==> src/hdl/psl_pkg.sv <==
// constants and helpers for the phy status and link pulse block
package psl_pkg;

	localparam int CLK_MHZ            = 200;
	localparam int PULSE_WIDTH_NS     = 100;
	localparam int PULSE_GAP_SHORT_US = 62;
	localparam int PULSE_GAP_LONG_US  = 125;
	localparam int BURST_LEN_MS       = 2;
	localparam int BURST_PERIOD_MS    = 16;

	// least time, rounded up to whole cycles
	localparam int PULSE_WIDTH_CYC = (PULSE_WIDTH_NS * CLK_MHZ + 999) / 1000;
	localparam int GAP_SHORT_CYC   = PULSE_GAP_SHORT_US * CLK_MHZ;
	localparam int GAP_LONG_CYC    = PULSE_GAP_LONG_US * CLK_MHZ;
	localparam int BURST_LEN_CYC   = BURST_LEN_MS * 1000 * CLK_MHZ;
	localparam int BURST_PER_CYC   = BURST_PERIOD_MS * 1000 * CLK_MHZ;

	localparam int FRAME_W = 22;
	localparam int WIDTH_W = 8;

	localparam logic [15:0] REG_LPA      = 16'h0005;
	localparam logic [15:0] REG_EXT_CTL  = 16'h000d;
	localparam logic [15:0] REG_EXT_ADDR = 16'h000e;
	localparam logic [15:0] REG_STAT     = 16'h0010;
	localparam logic [15:0] REG_STRAP1   = 16'h006e;
	localparam logic [15:0] REG_STRAP2   = 16'h006f;

	localparam int STAT_LINK_BIT  = 0;
	localparam int STAT_10M_BIT   = 1;
	localparam int STAT_FDX_BIT   = 2;
	localparam int STAT_ANC_BIT   = 4;
	localparam int STAT_XOVER_BIT = 14;

	localparam logic [1:0]  EXT_FUNC_ADDR = 2'h0;
	localparam logic [15:0] LOCAL_ABILITY = 16'h01e1;
	localparam logic [4:0]  PHY_ADDR      = 5'h01;
	localparam logic [5:0]  PREAMBLE_LEN  = 6'h20;
	localparam logic [4:0]  HDR_LAST      = 5'h0c;
	localparam logic [4:0]  DATA_LAST     = 5'h0f;
	localparam logic [1:0]  OP_READ       = 2'h2;
	localparam logic [1:0]  OP_WRITE      = 2'h1;

	typedef enum logic [1:0] {
		MS_IDLE = 2'b00,
		MS_HDR  = 2'b01,
		MS_TA   = 2'b11,
		MS_DATA = 2'b10
	} psl_mdio_st_t;

	function automatic logic [15:0] psl_status_word(input logic link, input logic s100,
		input logic fdx, input logic anc, input logic xover);
		logic [15:0] w;
		w = 16'h0000;
		w[STAT_LINK_BIT]  = link;
		w[STAT_10M_BIT]   = !s100;
		w[STAT_FDX_BIT]   = fdx;
		w[STAT_ANC_BIT]   = anc;
		w[STAT_XOVER_BIT] = xover;
		return w;
	endfunction

endpackage

==> src/hdl/psl_pulse_if.sv <==
// control and pulse signals between status core and pulse generator
`timescale 1ns/10ps
interface psl_pulse_if;
	logic        an_en;
	logic        complete;
	logic [15:0] word;
	logic        pulse;
	modport ctl (output an_en, output complete, output word, input pulse);
	modport gen (input an_en, input complete, input word, output pulse);
endinterface

==> src/hdl/psl_link_pulse.sv <==
// auto-negotiation link pulse burst generator
`timescale 1ns/10ps
module psl_link_pulse
	import psl_pkg::*;
#(
	parameter int P_GAP_SHORT_CYC = GAP_SHORT_CYC,
	parameter int P_GAP_LONG_CYC  = GAP_LONG_CYC,
	parameter int P_BURST_CYC     = BURST_LEN_CYC,
	parameter int P_PERIOD_CYC    = BURST_PER_CYC
) (
	input  wire logic   clk_i,
	input  wire logic   rstn_i,
	psl_pulse_if.gen    pif
);
	logic               run;
	logic               in_burst;
	logic [FRAME_W-1:0] frame_q;
	logic [FRAME_W-1:0] gap_q;
	logic [WIDTH_W-1:0] width_q;
	logic [3:0]         bit_q;
	logic [FRAME_W-1:0] since_q;
	logic               gap_ok_q;
	logic [WIDTH_W-1:0] hi_q;

	assign run       = pif.an_en && !pif.complete;
	assign in_burst  = frame_q < FRAME_W'(P_BURST_CYC);
	assign pif.pulse = width_q != '0;

	// burst frame timer
	always_ff @(posedge clk_i or negedge rstn_i) begin
		if (!rstn_i) begin
			frame_q <= '0;
		end else if (!run || frame_q == FRAME_W'(P_PERIOD_CYC - 1)) begin
			frame_q <= '0;
		end else begin
			frame_q <= frame_q + 1'b1;
		end
	end

	// pulse width and spacing
	always_ff @(posedge clk_i or negedge rstn_i) begin
		if (!rstn_i) begin
			width_q <= '0;
			gap_q   <= '0;
			bit_q   <= '0;
		end else if (!run) begin
			width_q <= '0;
			gap_q   <= '0;
			bit_q   <= '0;
		end else begin
			if (width_q != '0) begin
				width_q <= width_q - 1'b1;
			end
			if (frame_q == FRAME_W'(P_PERIOD_CYC - 1)) begin
				gap_q <= '0;
			end else if (in_burst && gap_q == '0) begin
				width_q <= WIDTH_W'(PULSE_WIDTH_CYC);
				// advertised ones get the short spacing
				gap_q   <= pif.word[bit_q] ? FRAME_W'(P_GAP_SHORT_CYC - 1)
					: FRAME_W'(P_GAP_LONG_CYC - 1);
				bit_q   <= bit_q + 1'b1;
			end else if (in_burst) begin
				gap_q <= gap_q - 1'b1;
			end
		end
	end

	// checking aids only
	always_ff @(posedge clk_i or negedge rstn_i) begin
		if (!rstn_i) begin
			since_q  <= '0;
			gap_ok_q <= 1'b0;
			hi_q     <= '0;
		end else begin
			since_q  <= (pif.pulse && hi_q == '0) ? FRAME_W'(1) : since_q + 1'b1;
			gap_ok_q <= (!run || frame_q == FRAME_W'(P_PERIOD_CYC - 1)) ? 1'b0
				: (gap_ok_q || (pif.pulse && hi_q == '0));
			hi_q     <= pif.pulse ? hi_q + 1'b1 : '0;
		end
	end

	a_pulse_width: assert property (@(posedge clk_i) disable iff (!rstn_i)
		$fell(pif.pulse) && $past(run) |-> hi_q == WIDTH_W'(PULSE_WIDTH_CYC))
		else $error("link pulse width wrong");
	a_pulse_gap: assert property (@(posedge clk_i) disable iff (!rstn_i)
		$rose(pif.pulse) && gap_ok_q |-> since_q == FRAME_W'(P_GAP_SHORT_CYC)
		|| since_q == FRAME_W'(P_GAP_LONG_CYC))
		else $error("link pulse spacing wrong");
	a_burst_window: assert property (@(posedge clk_i) disable iff (!rstn_i)
		$rose(pif.pulse) |-> frame_q <= FRAME_W'(P_BURST_CYC))
		else $error("link pulse outside burst");
	a_pulse_stop: assert property (@(posedge clk_i) disable iff (!rstn_i)
		!run |=> !pif.pulse)
		else $error("pulse while negotiation off");
	c_pulse_rise: cover property (@(posedge clk_i) disable iff (!rstn_i)
		$rose(pif.pulse) && gap_ok_q);
	c_burst_wrap: cover property (@(posedge clk_i) disable iff (!rstn_i)
		run && frame_q == FRAME_W'(P_PERIOD_CYC - 1));

endmodule

==> src/hdl/psl_top.sv <==
// phy status registers, management slave and link pulse output
//
// Contract
// status bits 4,2,1,0: negotiation done, full duplex, 10 Mbps, link up.
// status low nibble reads 7 at 10 Mbps, 5 at 100 Mbps.
// status bit 14 shows crossover mode, independent of other bits.
// partner ability register holds what the remote station advertised.
// strap levels latched at start-up, readable in two strap registers.
// active-low reset holds device idle; no management answer during it.
// clock output is a buffered copy of the reference oscillator input; the code registers it on the rising core clock edge instead.
// negotiation and automatic crossover enabled after reset without writes.
// link pulses 100 ns wide, spaced 62 or 125 us on transmit pair.
// pulses grouped in 2 ms bursts, one burst every 16 ms.
// management read frames return register contents in frame order.
// status and strap registers are read-only; writes change nothing.
`timescale 1ns/10ps
module psl_top
	import psl_pkg::*;
#(
	parameter int P_GAP_SHORT_CYC = GAP_SHORT_CYC,
	parameter int P_GAP_LONG_CYC  = GAP_LONG_CYC,
	parameter int P_BURST_CYC     = BURST_LEN_CYC,
	parameter int P_PERIOD_CYC    = BURST_PER_CYC
) (
	input  wire logic        clk_i,
	input  wire logic        rstn_i,
	input  wire logic        ref_osc_input_i,
	input  wire logic        mdc_i,
	input  wire logic        mdio_i,
	input  wire logic        link_up_i,
	input  wire logic        speed_100_i,
	input  wire logic        full_duplex_i,
	input  wire logic        an_complete_i,
	input  wire logic        crossover_cabling_mode_i,
	input  wire logic [15:0] partner_ability_i,
	input  wire logic        partner_ability_valid_i,
	input  wire logic [15:0] strap_one_i,
	input  wire logic [15:0] strap_two_i,
	input  wire logic        an_disable_i,
	input  wire logic        mdix_disable_i,
	output logic             mdio_o,
	output logic             mdio_oe_n_o,
	output logic             clk_out_o,
	output logic             tx_pair_positive_o,
	output logic             tx_pair_negative_o,
	output logic             an_enabled_o,
	output logic             mdix_enabled_o
);
	psl_pulse_if pif ();

	psl_mdio_st_t st_q;
	logic         mdc_q;
	logic         mdc_rise;
	logic [5:0]   ones_q;
	logic [4:0]   cnt_q;
	logic [15:0]  sr_q;
	logic [12:0]  hdr;
	logic         rd_q;
	logic [15:0]  reg_q;
	logic [15:0]  dout_q;
	logic [15:0]  stat_q;
	logic [15:0]  lpa_q;
	logic [15:0]  strap1_q;
	logic [15:0]  strap2_q;
	logic         strap_done_q;
	logic [15:0]  ext_ctl_q;
	logic [15:0]  ext_addr_q;
	logic         frame_end;

	function automatic logic [15:0] reg_read(input logic [15:0] addr);
		logic [15:0] v;
		v = 16'h0000;
		case (addr)
			REG_LPA:      v = lpa_q;
			REG_STAT:     v = stat_q;
			REG_STRAP1:   v = strap1_q;
			REG_STRAP2:   v = strap2_q;
			REG_EXT_CTL:  v = ext_ctl_q;
			REG_EXT_ADDR: v = ext_addr_q;
			default:      v = 16'h0000;
		endcase
		return v;
	endfunction

	assign mdc_rise     = mdc_i && !mdc_q;
	assign hdr          = {sr_q[11:0], mdio_i};
	assign frame_end    = mdc_rise && st_q == MS_DATA && cnt_q == DATA_LAST;
	assign pif.an_en    = an_enabled_o;
	assign pif.complete = an_complete_i;
	assign pif.word     = LOCAL_ABILITY;

	psl_link_pulse #(
		.P_GAP_SHORT_CYC (P_GAP_SHORT_CYC),
		.P_GAP_LONG_CYC  (P_GAP_LONG_CYC),
		.P_BURST_CYC     (P_BURST_CYC),
		.P_PERIOD_CYC    (P_PERIOD_CYC)
	) u_pulse (
		.clk_i  (clk_i),
		.rstn_i (rstn_i),
		.pif    (pif.gen)
	);

	// live status word, mdix bit kept apart
	always_ff @(posedge clk_i or negedge rstn_i) begin
		if (!rstn_i) begin
			stat_q <= 16'h0000;
		end else begin
			stat_q <= psl_status_word(link_up_i, speed_100_i, full_duplex_i,
				an_complete_i, crossover_cabling_mode_i);
		end
	end

	// capture advertised partner word
	always_ff @(posedge clk_i or negedge rstn_i) begin
		if (!rstn_i) begin
			lpa_q <= 16'h0000;
		end else if (partner_ability_valid_i) begin
			lpa_q <= partner_ability_i;
		end
	end

	// straps caught once, first edge after release
	always_ff @(posedge clk_i or negedge rstn_i) begin
		if (!rstn_i) begin
			strap1_q     <= 16'h0000;
			strap2_q     <= 16'h0000;
			strap_done_q <= 1'b0;
		end else if (!strap_done_q) begin
			strap1_q     <= strap_one_i;
			strap2_q     <= strap_two_i;
			strap_done_q <= 1'b1;
		end
	end

	// registered copy; can toggle on every rising core clock edge
	always_ff @(posedge clk_i or negedge rstn_i) begin
		if (!rstn_i) begin
			clk_out_o <= 1'b0;
		end else begin
			clk_out_o <= ref_osc_input_i;
		end
	end

	// enables come up set
	always_ff @(posedge clk_i or negedge rstn_i) begin
		if (!rstn_i) begin
			an_enabled_o   <= 1'b1;
			mdix_enabled_o <= 1'b1;
		end else begin
			an_enabled_o   <= !an_disable_i;
			mdix_enabled_o <= !mdix_disable_i;
		end
	end

	// drive the transmit pair
	always_ff @(posedge clk_i or negedge rstn_i) begin
		if (!rstn_i) begin
			tx_pair_positive_o <= 1'b0;
			tx_pair_negative_o <= 1'b0;
		end else begin
			tx_pair_positive_o <= pif.pulse;
			tx_pair_negative_o <= 1'b0;
		end
	end

	// only the indirect address pair is writable
	always_ff @(posedge clk_i or negedge rstn_i) begin
		if (!rstn_i) begin
			ext_ctl_q  <= 16'h0000;
			ext_addr_q <= 16'h0000;
		end else if (frame_end && !rd_q) begin
			if (reg_q == REG_EXT_CTL) begin
				ext_ctl_q <= {sr_q[14:0], mdio_i};
			end else if (reg_q == REG_EXT_ADDR && ext_ctl_q[15:14] == EXT_FUNC_ADDR) begin
				ext_addr_q <= {sr_q[14:0], mdio_i};
			end
		end
	end

	// serial management frame engine, silent in reset
	always_ff @(posedge clk_i or negedge rstn_i) begin
		if (!rstn_i) begin
			st_q        <= MS_IDLE;
			mdc_q       <= 1'b0;
			ones_q      <= '0;
			cnt_q       <= '0;
			sr_q        <= '0;
			rd_q        <= 1'b0;
			reg_q       <= '0;
			dout_q      <= '0;
			mdio_o      <= 1'b1;
			mdio_oe_n_o <= 1'b1;
		end else begin
			mdc_q <= mdc_i;
			if (mdc_rise) begin
				case (st_q)
					MS_IDLE: begin
						cnt_q <= '0;
						if (mdio_i) begin
							ones_q <= (ones_q == PREAMBLE_LEN) ? ones_q : ones_q + 1'b1;
						end else begin
							ones_q <= '0;
							if (ones_q == PREAMBLE_LEN) begin
								st_q <= MS_HDR;
							end
						end
					end
					MS_HDR: begin
						sr_q  <= {sr_q[14:0], mdio_i};
						cnt_q <= cnt_q + 1'b1;
						if (cnt_q == HDR_LAST) begin
							cnt_q <= '0;
							rd_q  <= hdr[11:10] == OP_READ;
							reg_q <= {11'h000, hdr[4:0]};
							// wrong start bit, address or opcode: ignore frame
							if (hdr[12] && hdr[9:5] == PHY_ADDR
								&& (hdr[11:10] == OP_READ || hdr[11:10] == OP_WRITE)) begin
								st_q <= MS_TA;
							end else begin
								st_q <= MS_IDLE;
							end
							if (hdr[4:0] == REG_EXT_ADDR[4:0] && ext_ctl_q[15:14] != EXT_FUNC_ADDR) begin
								dout_q <= reg_read(ext_addr_q);
							end else begin
								dout_q <= reg_read({11'h000, hdr[4:0]});
							end
						end
					end
					MS_TA: begin
						cnt_q <= cnt_q + 1'b1;
						if (cnt_q == '0) begin
							mdio_o      <= 1'b0;
							mdio_oe_n_o <= !rd_q;
						end else begin
							cnt_q  <= '0;
							st_q   <= MS_DATA;
							mdio_o <= rd_q ? dout_q[15] : 1'b1;
							dout_q <= {dout_q[14:0], 1'b0};
						end
					end
					MS_DATA: begin
						cnt_q  <= cnt_q + 1'b1;
						sr_q   <= {sr_q[14:0], mdio_i};
						mdio_o <= dout_q[15];
						dout_q <= {dout_q[14:0], 1'b0};
						if (cnt_q == DATA_LAST) begin
							st_q        <= MS_IDLE;
							mdio_o      <= 1'b1;
							mdio_oe_n_o <= 1'b1;
						end
					end
					default: begin
						st_q        <= MS_IDLE;
						mdio_oe_n_o <= 1'b1;
					end
				endcase
			end
		end
	end

	a_stat_10m: assert property (@(posedge clk_i) disable iff (!rstn_i)
		rstn_i && link_up_i && full_duplex_i && an_complete_i && !speed_100_i
		|=> stat_q[4:0] == 5'h17)
		else $error("10 Mbps status nibble wrong");
	a_stat_100m: assert property (@(posedge clk_i) disable iff (!rstn_i)
		rstn_i && link_up_i && full_duplex_i && an_complete_i && speed_100_i
		|=> stat_q[4:0] == 5'h15)
		else $error("100 Mbps status bits wrong");
	a_xover_bit: assert property (@(posedge clk_i) disable iff (!rstn_i)
		$changed(crossover_cabling_mode_i) && $stable(speed_100_i) && $stable(link_up_i)
		&& $stable(full_duplex_i) && $stable(an_complete_i)
		|=> $changed(stat_q[STAT_XOVER_BIT]) && $stable(stat_q[4:0]))
		else $error("crossover bit coupled to status");
	a_lpa_hold: assert property (@(posedge clk_i) disable iff (!rstn_i)
		!partner_ability_valid_i |=> $stable(lpa_q))
		else $error("partner ability changed without update");
	a_strap_hold: assert property (@(posedge clk_i) disable iff (!rstn_i)
		strap_done_q |=> $stable(strap1_q) && $stable(strap2_q))
		else $error("strap latch moved");
	a_idle_release: assert property (@(posedge clk_i) disable iff (!rstn_i)
		st_q == MS_IDLE || st_q == MS_HDR |-> mdio_oe_n_o)
		else $error("mdio driven outside answer");
	a_clk_copy: assert property (@(posedge clk_i) disable iff (!rstn_i)
		rstn_i && ref_osc_input_i |=> clk_out_o)
		else $error("clock output not following reference");
	a_auto_on: assert property (@(posedge clk_i) disable iff (!rstn_i)
		!an_disable_i && !mdix_disable_i |=> an_enabled_o && mdix_enabled_o)
		else $error("auto modes not enabled");
	a_read_drive: assert property (@(posedge clk_i) disable iff (!rstn_i)
		st_q == MS_DATA && rd_q |-> !mdio_oe_n_o)
		else $error("read data not driven");
	a_ro_regs: assert property (@(posedge clk_i) disable iff (!rstn_i)
		frame_end && !rd_q && reg_q == REG_STAT |=> $stable(strap1_q) && $stable(lpa_q))
		else $error("read-only register written");
	c_read_frame: cover property (@(posedge clk_i) disable iff (!rstn_i)
		frame_end && rd_q && reg_q == REG_STAT);
	c_write_frame: cover property (@(posedge clk_i) disable iff (!rstn_i)
		frame_end && !rd_q);

endmodule

==> config.mk <==
export PLATFORM = sky130hd
export DESIGN_NAME = psl_top
export DESIGN_NICKNAME = d
export VERILOG_FILES = /design/src/hdl/psl_pkg.sv /design/src/hdl/psl_pulse_if.sv /design/src/hdl/psl_link_pulse.sv /design/src/hdl/psl_top.sv
export SDC_FILE = /design/constraint.sdc
export NUM_CORES = 1
export LEC_CHECK = 0
export BUFFER_PORTS_ARGS = -buffer_cell sky130_fd_sc_hd__buf_4
export CORE_MARGIN = 2
export CORE_UTILIZATION = 55
export CTS_BUF_LIST = sky130_fd_sc_hd__clkbuf_16
export DETAILED_ROUTE_END_ITERATION = 8
export PLACE_DENSITY_LB_ADDON = 0.3
export SYNTH_ARGS = -nofsm -noshare
export SYNTH_HDL_FRONTEND = slang
export SYNTH_SLANG_ARGS = --single-unit
==> constraint.sdc <==
create_clock -name clk_i -period 2.6 [get_ports clk_i]
set_input_delay 0.39 -clock clk_i [delete_from_list [all_inputs] [get_ports clk_i]]
set_output_delay 0.39 -clock clk_i [all_outputs]
set_load 0.005 [all_outputs]
==> results.json, run 1 <==
{
  "status": "finished, violations left",
  "violations": "negative hold slack",
  "grt_antenna_before_repair": 0,
  "synth-xor-area-share_pct": 2.488,
  "path_max_fanout": 22,
  "mostFrequentLayoutCells": "195 x dfrtp_1, 115 x buf_4, 104 x mux2_2, 76 x nor2_1, 48 x mux2i_1",
  "core_area_sq_um": 17420,
  "synthArstFlopShare_pct": 100.0,
  "syn_avg_cell_area_sq_um": 11.10,
  "synth_top_area_share_pct": 49.50,
  "mostFrequentLayoutCell": "dfrtp_1",
  "insertedDiodeCount": 0,
  "worstSetupPathType": "flop to flop",
  "cts_tree": "yes",
  "drcViolationCount": 0,
  "setup_viol_count_final": 0,
  "crit_path_end_kind": "flop",
  "relSlewSlack_pct": 53.14,
  "cp_cell_sequence": "or4_1 > a2111o_1 > or2_4 > buf_12 > or4_1 > a21oi_2",
  "routed_wl_um": 22360,
  "slowest_delay_ns": 0.53,
  "ir_worst_vdd_uv": 660.5,
  "drt-initial-drc-count": 540,
  "grt_first_pass_wirelength_um": 36650,
  "synth_edf_count": 0,
  "portBuffers": 66,
  "required_ns": 2.96,
  "syn_nets": 965,
  "yosysSeqAreaShare_pct": 50.56,
  "grt_max_degree": 76,
  "fmax_mhz": 395.1,
  "drv_slew": 0,
  "area_growth_pct": 16.45,
  "leakagePower_nw": 5.128,
  "synth_flop_cell": "dfrtp_1",
  "finalHoldViolations": 24,
  "fin_crit_ns": 2.531,
  "cts.clk_slew.worst_paths_ns": 0.07,
  "worst_path_most_repeated_cell": "or4_1",
  "numCtsBuffers": 17,
  "synth_mux_area_share_pct": 16.75,
  "cts_max_level": 4,
  "maxCapViolCount": 0,
  "cp_top_family": "simple AND/OR/NAND/NOR gates",
  "holdCritPathClass": "primary input to asynchronous set/reset pin",
  "dp_slack_ns": 0.01785,
  "slowest_stage": "or4_1",
  "timing.final.ws_setup_ns": 0.06901,
  "ctsRootBufferMaster": "clkbuf_16",
  "dieArea_sq_um": 19010,
  "synth_compound_area_share_pct": 11.08,
  "fin_nets": 1059,
  "period_share_pct": 97.35,
  "vias_per_cell": 6.042,
  "synth_top_family_by_area": "multiplexers",
  "yosys_warnings": 0,
  "routed-via-count": 7371,
  "drive_gt1_share_pct": 27.64,
  "placed_cells": 1188,
  "grt_use_total_pct": 24.85,
  "crit_buf_inv": 1,
  "critPathArrivalTime_ns": 2.89,
  "synth_top_area_cell": "dfrtp_1",
  "synthSimpleGateAreaFrac_pct": 14.14,
  "clock-sinks": 199,
  "worst_pin_slew_ns": 0.7012,
  "gp_congestion": 0.9051,
  "wl_per_cell_um": 18.33,
  "dpl.hpwl_um": 15630,
  "whs_ns": -0.03978,
  "pin_count": 68,
  "synth_area_leaders": "dfrtp_1 49%, mux2_2 12%, mux2i_1 4.9%",
  "synth.distinct_cells": 63,
  "fin_skew_ns": 0.005810,
  "dieWidth_um": 137.9,
  "ys_ff_latch": 199,
  "finalNonFillerCells": 1220,
  "start_util_pct": 56.60,
  "clk_latency_ns": 0.43,
  "p_per_area_nw_per_um2": 821.7,
  "cts_hold_buf": 0,
  "finalPower_mw": 9.433,
  "grt_pass1_vias": 7382,
  "synthesis.area_sq_um": 9858,
  "cts_setup_buffers": 0,
  "start_kind": "flop",
  "clock_path_buffers": 2,
  "fillCellCount": 1358,
  "drtPass1Iterations": 8,
  "chipHeight_um": 137.9,
  "synthAdderAreaFrac_pct": 2.031,
  "synthCells": 888,
  "row_count": 48,
  "grt-ovfl-total": 0,
  "ant_nets": 0
}
==> cell type report <==
type / count / area (sq um) / share of cell area [%]
timing repair buffer: 119 / 937.1 / 8.163
clock inverter: 15 / 113.9 / 0.9918
clock buffer: 17 / 425.4 / 3.706
sequential: 199 / 4985 / 43.42
inverter: 29 / 108.9 / 0.9482
tap: 225 / 281.5 / 2.452
multi-input combinational: 616 / 4628 / 40.32
==> Yosys cell counts (18+ instances only) <==
master,count
o21ai_0,32
clkbuf_1,37
inv_1,29
nand2_1,29
xor2_1,18
or4_1,18
mux2i_1,48
nand3_1,18
o22ai_1,32
dfrtp_1,195
nor2_1,76
mux2_2,104
nor3_1,24
a21oi_1,29
==> cell families (layout without fill, tap and decap cells) <==
logic type	count (synthesis)	in the layout
AOI/OAI and AO/OA	162	162
xor gates and xnor gates	28	28
adders and majority gates	16	16
buffers and inverters	73	180
DFF	199	199
muxes	152	152
other	2	2
and+or+nand+nor	256	256
==> state kept, by name, summed over array words and instances, names as in the netlist, 8 cells and up <==
register and flops:
dout_q 16, ext_addr_q 16, ext_ctl_q 16, lpa_q 16
sr_q 15, strap1_q 16, strap2_q 16, u_pulse.frame_q 22
u_pulse.gap_q 22, u_pulse.width_q 8
==> repair_timing <==
action / 4_1_cts / 5_1_grt
resized for setup: 4 / 5
setup endpoints to repair: 2 / 11
pin swaps: 2 / 5
endpoints found under the hold margin: 0 / 0
==> metrics by stage <==
step                        TNS, ns  utilization (%)  area, sq um
after floorplan                   0                -         9858
after global placement            0            62.63        10910
after detailed placement          0            62.63        10910
after CTS                         0            65.80        11460
after global routing      -0.002675            65.91        11480
final                             0            65.91        11480
==> routing by layer <==
layer / track usage (%) / vias to the layer above / part of all wire, %
li1: - / 3471 / -
met4: 8.503 / 0 / 2.4
met3: 4.715 / 39 / 5.3
met1: 32.82 / 3655 / 43
met2: 41.36 / 206 / 49
met5: 0 / - / 0
==> worst paths after layout <==
path	to	cells after the start	slack, ns	start
max reg2reg	u_pulse.gap_q[11]$_DFFE_PN0P_	6	0.07	u_pulse.frame_q[13]$_DFF_PN0_
min	strap2_q[1]$_DFFE_PN0N_	1	-0.04	rstn_i
min reg2reg	u_pulse.frame_q[0]$_DFF_PN0_	1	0.50	u_pulse.frame_q[0]$_DFF_PN0_
max	u_pulse.gap_q[11]$_DFFE_PN0P_	6	0.07	u_pulse.frame_q[13]$_DFF_PN0_
min in group clk_i	clk_out_o$_DFF_PN0_	1	0.06	ref_osc_input_i
max in group asynchronous	u_pulse.frame_q[5]$_DFF_PN0_	2	1.86	rstn_i
==> power by group <==
part / total, mW / internal, mW / switching (mW)
combinational: 2.85 / 1.36 / 1.49
clock: 2.46 / 1.30 / 1.15
sequential: 4.13 / 3.60 / 0.527
total: 9.43 / 6.27 / 3.17
Note: power is estimated with default switching activity, not from simulation.
==> run 2: changes to the inputs <==
clock period = 3 ns   (was 2.6 ns; I/O delays follow)
==> run 2 against run 1 <==
The flow now finishes without violations. Clock power decreased by 13%. Power decreased by 15%. Critical endpoint is now u_pulse.bit_q[0]$_DFFE_PN0P_. Via count fell by 1.5%. Critical path depth stayed put. Wire length decreased by 3.6%.
==> results.json, run 2 (synthesis results as in run 1) <==
{
  "grt_max_degree": 71,
  "cts.clk_slew.worst_paths_ns": 0.07,
  "core_area_sq_um": 17420,
  "fin_nets": 1038,
  "leakagePower_nw": 5.003,
  "drtPass1Iterations": 7,
  "vias_per_cell": 6.057,
  "clock_power_share_pct": 26.7,
  "portBuffers": 66,
  "start_util_pct": 56.60,
  "cts_max_level": 4,
  "row_count": 48,
  "required_ns": 3.35,
  "wl_per_cell_um": 17.98,
  "grt_use_total_pct": 23.85,
  "dpl.hpwl_um": 15060,
  "routed-via-count": 7262,
  "netSwitchingFraction_pct": 34.00,
  "post_dp_cell_area_sq_um": 10740,
  "grt_first_pass_wirelength_um": 35200,
  "period_share_pct": 90.53,
  "crit_path_end_kind": "flop",
  "insertedDiodeCount": 0,
  "cts_hold_buf": 0,
  "drv_slew": 0,
  "fin_skew_ns": 0.009693,
  "maxCapViolCount": 0,
  "ctsRootBufferMaster": "clkbuf_16",
  "cts_setup_buffers": 0,
  "cts_tree": "yes",
  "mostFrequentLayoutCell": "dfrtp_1",
  "critPathArrivalTime_ns": 3.07,
  "pin_count": 68,
  "clock_path_buffers": 2,
  "status": "finished, final reports clean",
  "path_max_fanout": 6,
  "finalHoldViolations": 0,
  "power.switching_mw": 2.714,
  "p_int_mw": 5.269,
  "worst_pin_slew_ns": 1.017,
  "post-route-util_pct": 64.78,
  "pwr-share-comb_pct": 28.4,
  "dp_slack_ns": 0.2620,
  "gp_congestion": 0.8914,
  "fin_tns_setup_ns": 0,
  "grt_pass1_vias": 6996,
  "cts-resized-gates": 0,
  "area_growth_pct": 14.46,
  "timing.final.ws_setup_ns": 0.2840,
  "whs_ns": 0.01460,
  "ant_nets": 0,
  "clock-sinks": 199,
  "drcViolationCount": 0,
  "clk_latency_ns": 0.43,
  "rsz0062_at_grt": "false",
  "grt-ovfl-total": 0,
  "dieWidth_um": 137.9,
  "grt_antenna_before_repair": 0,
  "seqCellArea_sq_um": 4985,
  "power_frac_seq_pct": 44.9,
  "routed_wl_um": 21560,
  "setup_viol_count_final": 0,
  "fmax_mhz": 368.2,
  "relSlewSlack_pct": 31.58,
  "fin_crit_ns": 2.716,
  "ir_worst_vdd_uv": 654.5,
  "chipHeight_um": 137.9,
  "p_per_area_nw_per_um2": 707.5,
  "numCtsBuffers": 17,
  "drt-initial-drc-count": 452,
  "holdCritPathClass": "primary input to asynchronous set/reset pin",
  "dieArea_sq_um": 19010,
  "biggestRegsByFlops": "u_pulse.frame_q (22), u_pulse.gap_q (22)",
  "fillCellCount": 1374,
  "drive_gt1_share_pct": 25.36,
  "start_kind": "flop",
  "worstSetupPathType": "flop to flop",
  "multi_input_area_sq_um": 4596,
  "final_area_sq_um": 11280,
  "mostFrequentLayoutCells": "195 x dfrtp_1, 104 x mux2_2, 95 x buf_4, 76 x nor2_1, 48 x mux2i_1"
}
==> run 2: cell count changes in the layout (fill, tap and decap cells not counted), moves of 2 or more <==
cell / before / now
a21oi_1: 24 / 29
a21oi_2: 5 / 0
buf_4: 115 / 95
clkinv_2: 4 / 0
clkinv_4: 2 / 4
inv_1: 31 / 29
inv_6: 1 / 5
or4_1: 16 / 18
or4_4: 2 / 0
==> run 2: cell type report <==
| type | instances | share of cell area [%] |
|---|---|---|
| Sequential cell | 199 | 44.18 |
| Multi-Input combinational cell | 616 | 40.73 |
| Timing Repair Buffer | 98 | 6.798 |
| Clock buffer | 17 | 3.770 |
| Tap cell | 225 | 2.495 |
| Clock inverter | 15 | 1.065 |
| Inverter | 29 | 0.9647 |
==> run 2: metal layers <==
| metal | global-route usage [%] | share of wire (%) | vias to the layer above |
|---|---|---|---|
| met4 | 6.746 | 1.5 | 0 |
| met2 | 39.71 | 49 | 203 |
| met5 | 0 | 0 | - |
| met1 | 31.58 | 43 | 3590 |
| met3 | 5.300 | 5.9 | 25 |
| li1 | - | - | 3444 |
==> run 2: worst max-delay path, cell delays in order, from the launching register on <==
cell      delay [ns]
dfrtp_1         0.41
or4_1           0.53
a2111o_1        0.48
or4b_1          0.66
buf_4           0.20
or3_1           0.29
o21ai_0         0.07
==> run 2: per-stage QoR <==
step | cells | total power [mW]
2_1_floorplan | 888 | 5.129
4_1_cts | 1199 | 8.015
3_5_place_dp | 1167 | 5.860
3_3_place_gp | 1167 | 5.796
6_report | 1199 | 7.983
5_1_grt | 1199 | 8.447
==> run 2: power groups by stage <==
| stage | combinational, mW | sequential, mW | clock (mW) |
|---|---|---|---|
| final | 2.26 | 3.58 | 2.14 |
| after global routing | 2.50 | 3.65 | 2.30 |
| after CTS | 2.26 | 3.57 | 2.18 |
| after detailed placement | 2.25 | 3.61 | 0 |
| after global placement | 2.20 | 3.60 | 0 |
| after floorplan | 1.69 | 3.44 | 0 |
==> run 2: final timing paths <==
check / start / endpoint / slack, ns / cells past startpoint
hold / removal: rstn_i / strap1_q[2]$_DFFE_PN0N_ / 0.01 / 1
setup reg to reg: u_pulse.frame_q[13]$_DFF_PN0_ / u_pulse.bit_q[0]$_DFFE_PN0P_ / 0.28 / 6
setup / recovery: u_pulse.frame_q[13]$_DFF_PN0_ / u_pulse.bit_q[0]$_DFFE_PN0P_ / 0.28 / 6
max in group asynchronous: rstn_i / an_enabled_o$_DFF_PN1_ / 2.18 / 2
min in group clk_i: mdix_disable_i / mdix_enabled_o$_DFF_PN1_ / 0.12 / 2
hold reg to reg: dout_q[0]$_DFFE_PN0P_ / dout_q[0]$_DFFE_PN0P_ / 0.49 / 2
